`src/verilog/wait_state_pkg.sv`:
```
// package: register map, field layout and reset values of the external wait-state generator
package wait_state_pkg;
	// ==========================================
	// register map
	localparam logic [7:0]  SELECT_ADDR       = 8'h28;
	localparam logic [7:0]  CONTROL_ADDR      = 8'h2b;
	// ==========================================
	// field positions
	localparam int          EXT_DECODE_BIT    = 15;
	localparam int          IO_LSB            = 12;
	localparam int          DATA_HI_LSB       = 9;
	localparam int          DATA_LO_LSB       = 6;
	localparam int          PROG_HI_LSB       = 3;
	localparam int          PROG_LO_LSB       = 0;
	localparam int          MULT_BIT          = 0;
	localparam int          FIELD_W           = 3;
	localparam int          COUNT_W           = 4;
	// ==========================================
	// reset values
	localparam logic [15:0] SELECT_RESET      = 16'h7fff;
	localparam logic        MULT_RESET        = 1'b0;
	// ==========================================
	// address split points
	localparam int          DATA_SPLIT_BIT    = 15;
	localparam int          XPROG_SPLIT_BIT   = 22;
	localparam int          PAGE_SPLIT_BIT    = 15;

	typedef enum logic [1:0] {
		SPACE_PROGRAM = 2'h0,
		SPACE_DATA    = 2'h1,
		SPACE_IO      = 2'h2
	} space_t;

	typedef struct packed {
		logic        valid;
		space_t      space;
		logic [22:0] addr;
	} access_t;

	typedef struct packed {
		logic        write;
		logic        read;
		logic [7:0]  addr;
		logic [15:0] wdata;
	} reg_req_t;
endpackage

```
`src/verilog/external_wait_state_generator.sv`:
```
// module: register file and bus-cycle stretcher of the external wait-state generator
//
// Function
// extended decode bit 15 chooses how program fields map to addresses.
// io accesses use bits 14..12 as base wait count.
// upper data half uses bits 11..9 as base wait count.
// lower data half uses bits 8..6 as base wait count.
// upper program field covers upper page half, or upper extended half.
// lower program field covers lower page half, or lower extended half.
// multiplier bit doubles every base count, up to fourteen.
// control bits 15..1 ignore writes and read zero.
// after reset every external access gets seven wait states.
// each access taken while idle decodes its range and stalls base times multiplier cycles.
`timescale 1ns/1ps
module external_wait_state_generator
	import wait_state_pkg::*;
(
	input  wire logic     clk_in,
	input  wire logic     reset_in,
	input  wire reg_req_t reg_in,
	input  wire access_t  access_in,
	output logic [15:0]   rdata_out,
	output logic          busy_out,
	output logic          done_out,
	output logic [3:0]    wait_count_out
);
	// ==========================================
	// elaboration checks
	localparam int N_FIELDS             = 5;
	localparam int FIELD_LSB [N_FIELDS] = '{IO_LSB, DATA_HI_LSB, DATA_LO_LSB, PROG_HI_LSB, PROG_LO_LSB};

	// a doubled seven has to fit the reported count, or fourteen would wrap to a short stall
	if (COUNT_W != FIELD_W + 1) begin
		$error("count width must be one bit wider than a base field");
	end
	if (COUNT_W != 4) begin
		$error("wait count port is four bits wide");
	end
	if (FIELD_W != 3) begin
		$error("range decoder hands over a three-bit field");
	end
	if (MULT_BIT != 0) begin
		$error("control read-back expects the multiplier at bit 0");
	end
	if (MULT_RESET != 1'b0) begin
		$error("multiplier must come out of reset clear");
	end
	if (SELECT_ADDR == CONTROL_ADDR) begin
		$error("select and control registers need distinct addresses");
	end
	if (EXT_DECODE_BIT != 15) begin
		$error("extended decode bit must be the top bit of the select register");
	end
	if (SELECT_RESET[EXT_DECODE_BIT] != 1'b0) begin
		$error("extended decode must come out of reset clear");
	end
	if (IO_LSB + FIELD_W != EXT_DECODE_BIT) begin
		$error("io field must end just below the extended decode bit");
	end
	// the page split has to lie below the extended split, or both decodes would agree
	if (PAGE_SPLIT_BIT >= XPROG_SPLIT_BIT) begin
		$error("page split must lie below the extended split");
	end
	if (DATA_SPLIT_BIT != 15) begin
		$error("data split must halve a sixteen-bit space");
	end
	for (genvar g = 0; g < N_FIELDS; g++) begin : field_checks
		if (FIELD_LSB[g] != PROG_LO_LSB + FIELD_W * (N_FIELDS - 1 - g)) begin
			$error("base fields must be packed below the extended decode bit");
		end
		if (SELECT_RESET[FIELD_LSB[g] +: FIELD_W] != 3'h7) begin
			$error("every base field must reset to seven");
		end
	end

	// ==========================================
	// state
	typedef enum logic [1:0] {
		ST_IDLE = 2'b01,
		ST_WAIT = 2'b10
	} phase_t;

	typedef struct packed {
		phase_t      phase;
		logic [15:0] select;
		logic        mult;
		logic [3:0]  remain;
		logic [15:0] rdata;
		logic        busy;
		logic        done;
		logic [3:0]  count;
	} state_t;

	state_t     s_q;
	state_t     s_d;
	logic [2:0] base;
	logic [3:0] total;
	logic       take;
	logic       last_wait;

	wait_range_decode u_decode (
		.access_in (access_in),
		.select_in (s_q.select),
		.base_out  (base)
	);

	// ==========================================
	// decode helpers
	// one address compare serves both the write and the read path
	function automatic logic hits(
		input logic [7:0] addr,
		input logic [7:0] target
	);
		hits = (addr == target);
	endfunction

	// doubling is a shift, so the stretch needs no multiplier
	function automatic logic [3:0] scaled(
		input logic [2:0] base_count,
		input logic       doubled
	);
		scaled = doubled ? {base_count, 1'b0} : {1'b0, base_count};
	endfunction

	function automatic logic [15:0] control_view(
		input logic doubled
	);
		control_view = {15'h0000, doubled};
	endfunction

	// unmapped addresses read as zero
	function automatic logic [15:0] read_mux(
		input logic [7:0]  addr,
		input logic [15:0] select,
		input logic        doubled
	);
		read_mux = 16'h0000;
		if (hits(addr, SELECT_ADDR)) begin
			read_mux = select;
		end
		if (hits(addr, CONTROL_ADDR)) begin
			read_mux = control_view(doubled);
		end
	endfunction

	// ==========================================
	// handshake terms
	// an access is taken only while idle; a request during a stall is dropped
	assign take      = access_in.valid && (s_q.phase == ST_IDLE);
	assign last_wait = (s_q.remain == 4'h1);

	// ==========================================
	// next state
	always_comb begin
		s_d      = s_q;
		s_d.done = 1'b0;
		total    = scaled(base, s_q.mult);

		// register writes; reserved control bits never reach a flip-flop
		if (reg_in.write) begin
			if (hits(reg_in.addr, SELECT_ADDR)) begin
				s_d.select = reg_in.wdata;
			end
			if (hits(reg_in.addr, CONTROL_ADDR)) begin
				s_d.mult = reg_in.wdata[MULT_BIT];
			end
		end

		// a read in the write cycle returns the old contents
		if (reg_in.read) begin
			s_d.rdata = read_mux(reg_in.addr, s_q.select, s_q.mult);
		end

		// access sequencing
		case (s_q.phase)
			ST_IDLE: begin
				if (take) begin
					s_d.count = total;
					// zero wait states pulse done in the cycle after issue, without stalling
					if (total == 4'h0) begin
						s_d.done = 1'b1;
					end else begin
						s_d.remain = total;
						s_d.busy   = 1'b1;
						s_d.phase  = ST_WAIT;
					end
				end
			end
			ST_WAIT: begin
				s_d.remain = s_q.remain - 4'h1;
				// the last wait state ends the stall and pulses done
				if (last_wait) begin
					s_d.busy  = 1'b0;
					s_d.done  = 1'b1;
					s_d.phase = ST_IDLE;
				end
			end
			default: begin
				s_d.phase = ST_IDLE;
				s_d.busy  = 1'b0;
			end
		endcase
	end

	// ==========================================
	// registers
	always_ff @(posedge clk_in or posedge reset_in) begin
		if (reset_in) begin
			s_q        <= '0;
			s_q.phase  <= ST_IDLE;
			// seven wait states on every range until software writes the select or control register
			s_q.select <= SELECT_RESET;
			s_q.mult   <= MULT_RESET;
		end else begin
			s_q <= s_d;
		end
	end

	// ==========================================
	// outputs, each straight from its flip-flop
	assign rdata_out      = s_q.rdata;
	assign busy_out       = s_q.busy;
	assign done_out       = s_q.done;
	assign wait_count_out = s_q.count;
endmodule

```
`src/verilog/wait_range_decode.sv`:
```
// module: picks the base wait-state field for one external access
`timescale 1ns/1ps
module wait_range_decode
	import wait_state_pkg::*;
(
	input  wire access_t      access_in,
	input  wire logic [15:0]  select_in,
	output logic [2:0]        base_out
);
	function automatic logic [2:0] field_at(input logic [15:0] r, input int lsb);
		field_at = r[lsb +: FIELD_W];
	endfunction

	logic upper;

	always_comb begin
		upper    = 1'b0;
		base_out = field_at(select_in, PROG_LO_LSB);
		case (access_in.space)
			SPACE_IO: begin
				base_out = field_at(select_in, IO_LSB);
			end
			SPACE_DATA: begin
				upper    = access_in.addr[DATA_SPLIT_BIT];
				base_out = upper ? field_at(select_in, DATA_HI_LSB) : field_at(select_in, DATA_LO_LSB);
			end
			SPACE_PROGRAM: begin
				// extended decode splits the whole space in halves, otherwise each page in halves
				upper    = select_in[EXT_DECODE_BIT] ? access_in.addr[XPROG_SPLIT_BIT]
					: access_in.addr[PAGE_SPLIT_BIT];
				base_out = upper ? field_at(select_in, PROG_HI_LSB) : field_at(select_in, PROG_LO_LSB);
			end
			default: begin
				base_out = field_at(select_in, PROG_LO_LSB);
			end
		endcase
	end
endmodule

```
`config.mk`:
```
export PLATFORM = sky130hd
export DESIGN_NAME = external_wait_state_generator
export DESIGN_NICKNAME = d
export VERILOG_FILES = /design/src/verilog/wait_state_pkg.sv /design/src/verilog/external_wait_state_generator.sv /design/src/verilog/wait_range_decode.sv
export SDC_FILE = /design/constraint.sdc
export NUM_CORES = 1
export LEC_CHECK = 0
export BUFFER_PORTS_ARGS = -buffer_cell sky130_fd_sc_hd__buf_4
export CAP_MARGIN = 15
export CELL_PAD_IN_SITES_DETAIL_PLACEMENT = 1
export CELL_PAD_IN_SITES_GLOBAL_PLACEMENT = 2
export CORE_ASPECT_RATIO = 0.8
export CORE_UTILIZATION = 30
export DETAILED_ROUTE_END_ITERATION = 12
export PLACE_DENSITY_LB_ADDON = 0.1
export SYNTH_ARGS = -nofsm -noshare
export SYNTH_HDL_FRONTEND = slang
export SYNTH_SLANG_ARGS = --single-unit
```
`constraint.sdc`:
```
create_clock -name clk_in -period 2.6 [get_ports clk_in]
set_input_delay 0.13 -clock clk_in [delete_from_list [all_inputs] [get_ports clk_in]]
set_output_delay 0.13 -clock clk_in [all_outputs]
set_load 0.02 [all_outputs]
```
==> summary.md <==
| Metric | Value |
|---|---|
| Remaining antenna violation count | 0 |
| Largest area contributor in the netlist | dfrtp_1 |
| Num rows | 28 |
| Largest net degree at the start of global routing | 46 |
| Flop2flop setup slack | 180 ps |
| Crit path max-delay family | multiplexers |
| EDFF count, synth | 0 |
| Status | complete, but fails checks |
| Fin Hold WS | -22.1 ps |
| Type of origin of the critical path | register |
| DRT Pass-1 Iters | 4 |
| Ys Warns | 0 |
| Port Buffers | 54 |
| Fin. Hold Viols | 20 |
| CTS Hold Bufs | 0 |
| Syn Nets | 300 |
| RD Place Congestion | 0.741 |
| Drt first-iter violations | 61 |
| Final net count | 338 |
| Setup_tns | 0 ps |
| RR Startpoint | s_q[42]$_DFFE_PP0P_ |
| Grt ovf | 0 |
| Max IR drop VDD | 0.289 mV |
| Die area | 8330 µm² |
| R2R Path End | busy_out$_DFFE_PP0P_ |
| Reg2Reg Depth | 6 |
| Worst Setup SP | s_q[42]$_DFFE_PP0P_ |
| Total GRT Usage | 0.150 |
| Cell area power density | approximately 640 nW/µm² |
| Wirelength per Cell | 14.8 µm |
| Fin cells | 386 |
| RSZ-0062 raised after global routing | false |
| First-pass GRT wire length | ~9300 µm |
| Slew Limit Fails | 0 |
| Most common library cells after synthesis | dfrtp_1 (29), nand2_1 (29), inv_1 (27) |
| Die height | 81.8 µm |
| Final period util | 0.929 |
| Setup-failing EPs final | 0 |
| Yosys top cell area share | 0.304 |
| Final Critical Period | 2420 ps |
| Max cap viols | 0 |
| Post-DP HPWL | around 4200 µm |
| Vias in the first global route | 1788 |
| Worst Tran Pin Value | 786 ps |
| Initial antenna violation count | 0 |
| Clock Skews | 4.45 ps |
| Starting density of the core | 0.316 |
| Worst path bufs/invs | 0 |
| DRC | 0 |
| Crit path max-delay cell type | mux4_2 |
| Hold Path Class | in -> async |
| Via count | 1773 |
| Mean post-synth cell area | 9.88 µm² |
| Data required, critical path | 2790 ps |
| Critical-path maximum fanout | 8 |
| Setup crit end | busy_out$_DFFE_PP0P_ |
| Worst skew pair latency | 290 ps |
| DIE WIDTH | 102 µm |
| Leak | 1.32 nW |
| Cell count after synthesis | about 240 |
| Crit-path cells | mux2_4 > mux2_1 > mux4_2 > nor3_4 > nor2_1 > o21a_1 |
| CTS tree | done |
| #FFs+latches synth | 45 |
| Relative slew margins | 0.473 |
| Vias per inst | ~4.6 |
| Netlist Area Pre-Place | 2390 µm² |
| WL final | 5700 µm |
| Register area share after synthesis | 0.480 |
| Post-route worst setup slack | 185 ps |
| Ys flop type | dfrtp_1 |
| Max Clk Rate | 414 MHz |
| CTS root buffer | clkbuf_8 |
| Top post-synthesis cells by area | dfrtp_1 (30%), dfstp_2 (18%), mux2_2 (9.4%), buf_4 (6.3%), o21ai_0 (5.4%) |
| Core box area | 7570 µm² |
| H-tree depth | 2 |
| Clock transition at path regs | 90 ps |
| Area delta synth->final | 20.2% |
| Diode count | 0 |
| Dpl ws | approximately 180 ps |
| Placed insts | 378 |
| Critical path data arrival time | 2610 ps |
| Cell count along the critical path | 6 |
| Layout cells sized above 1 | 0.391 |
| Failing checks | negative hold slack |
| Netlist cell types | 43 |
| Worst path max stage delay | ~560 ps |
| Asr flop ratio synth | 1.00 |
| Crit. End Element | register |
| Setup CP Type | reg -> reg |
| I/O pins | 76 |
| Inserted Clock Buffers | 5 |
| CTS sink count | 45 |
| Layout Utilization | 0.380 |
| CTS Buffer Depth | 2 |
[metal layers]
metal | track usage | wire, µm
met1 | 0.226 | 3070
met2 | 0.213 | 2300
met3 | 0.0340 | 308
met4 | 0.0391 | 27
met5 | 0 | 0
[report_power, final]
| part | internal (mW) | switching, mW |
|---|---|---|
| Combinational | 0.245 | 0.299 |
| Clock | 0.186 | 0.240 |
| Sequential | 0.790 | 0.0664 |
[layout make-up]
cell class	count	area [µm²]
clock buffer	5	68.8
clock inverter	3	17.5
fill	911	4690
inverter	27	101
multi-input combinational	142	965
sequential	45	1150
tap	105	131
timing repair buffer	59	443
[logic make-up (layout without fill, tap and decap cells)]
family,count (synthesis),in the layout,synth area share
AOI/OAI and AO/OA,53,53,0.137
buffers and inverters,55,94,0.119
DFF,45,45,0.480
and+or+nand+nor,59,59,0.116
adders and majority gates,4,4,0.0209
muxes,26,26,0.127
[stage by stage]
stage	power (mW)	cell area, µm²
finish	1.83	2870
global route	1.97	2870
CTS	1.86	2870
detailed placement	1.42	2780
global placement	1.41	2780
floorplan	1.23	2390
[placed cells by master, fill, tap and decap left out, types with 2 or more instances in the layout]
master / count
o21ai_0: 26
nand2_1: 29
dfrtp_1: 29
o21a_1: 5
mux2i_1: 3
nor2_1: 13
clkbuf_8: 5
a31oi_1: 2
inv_1: 26
buf_4: 59
clkinv_2: 2
dfstp_2: 16
mux2_2: 20
a2111oi_0: 2
o31a_1: 2
ha_1: 4
nand3_1: 5
a21oi_1: 5
[worst min path at each step]
stage                    start                       endpoint  slack, ps  depth (start not counted)
floorplan           reg_in[24]      rdata_out[10]$_DFFE_PP0P_        240                          1
global placement      reset_in  wait_count_out[0]$_DFFE_PP0P_        330                          3
detailed placement    reset_in  wait_count_out[1]$_DFFE_PP0P_        330                          3
CTS                   reset_in            s_q[44]$_DFFE_PP0P_        0.7                          3
global route          reset_in       rdata_out[6]$_DFFE_PP0P_         30                          3
finish                reset_in  wait_count_out[1]$_DFFE_PP0P_        -20                          3
[repair_timing]
action                     CTS  global route
hold endpoints to repair     0             0
setup endpoints to repair    0             1
setup buffers                0             0
gates resized for setup      0             1
[state kept, by name, indices dropped and copies added, names as in the netlist]
register	count
busy_out	1
done_out	1
rdata_out	16
s_q	23
wait_count_out	4
[worst min-delay path: stages]
cell and delay, ps:
buf_4 110, clkinv_1 30, buf_4 470
Note: power is estimated with default switching activity, not from simulation.
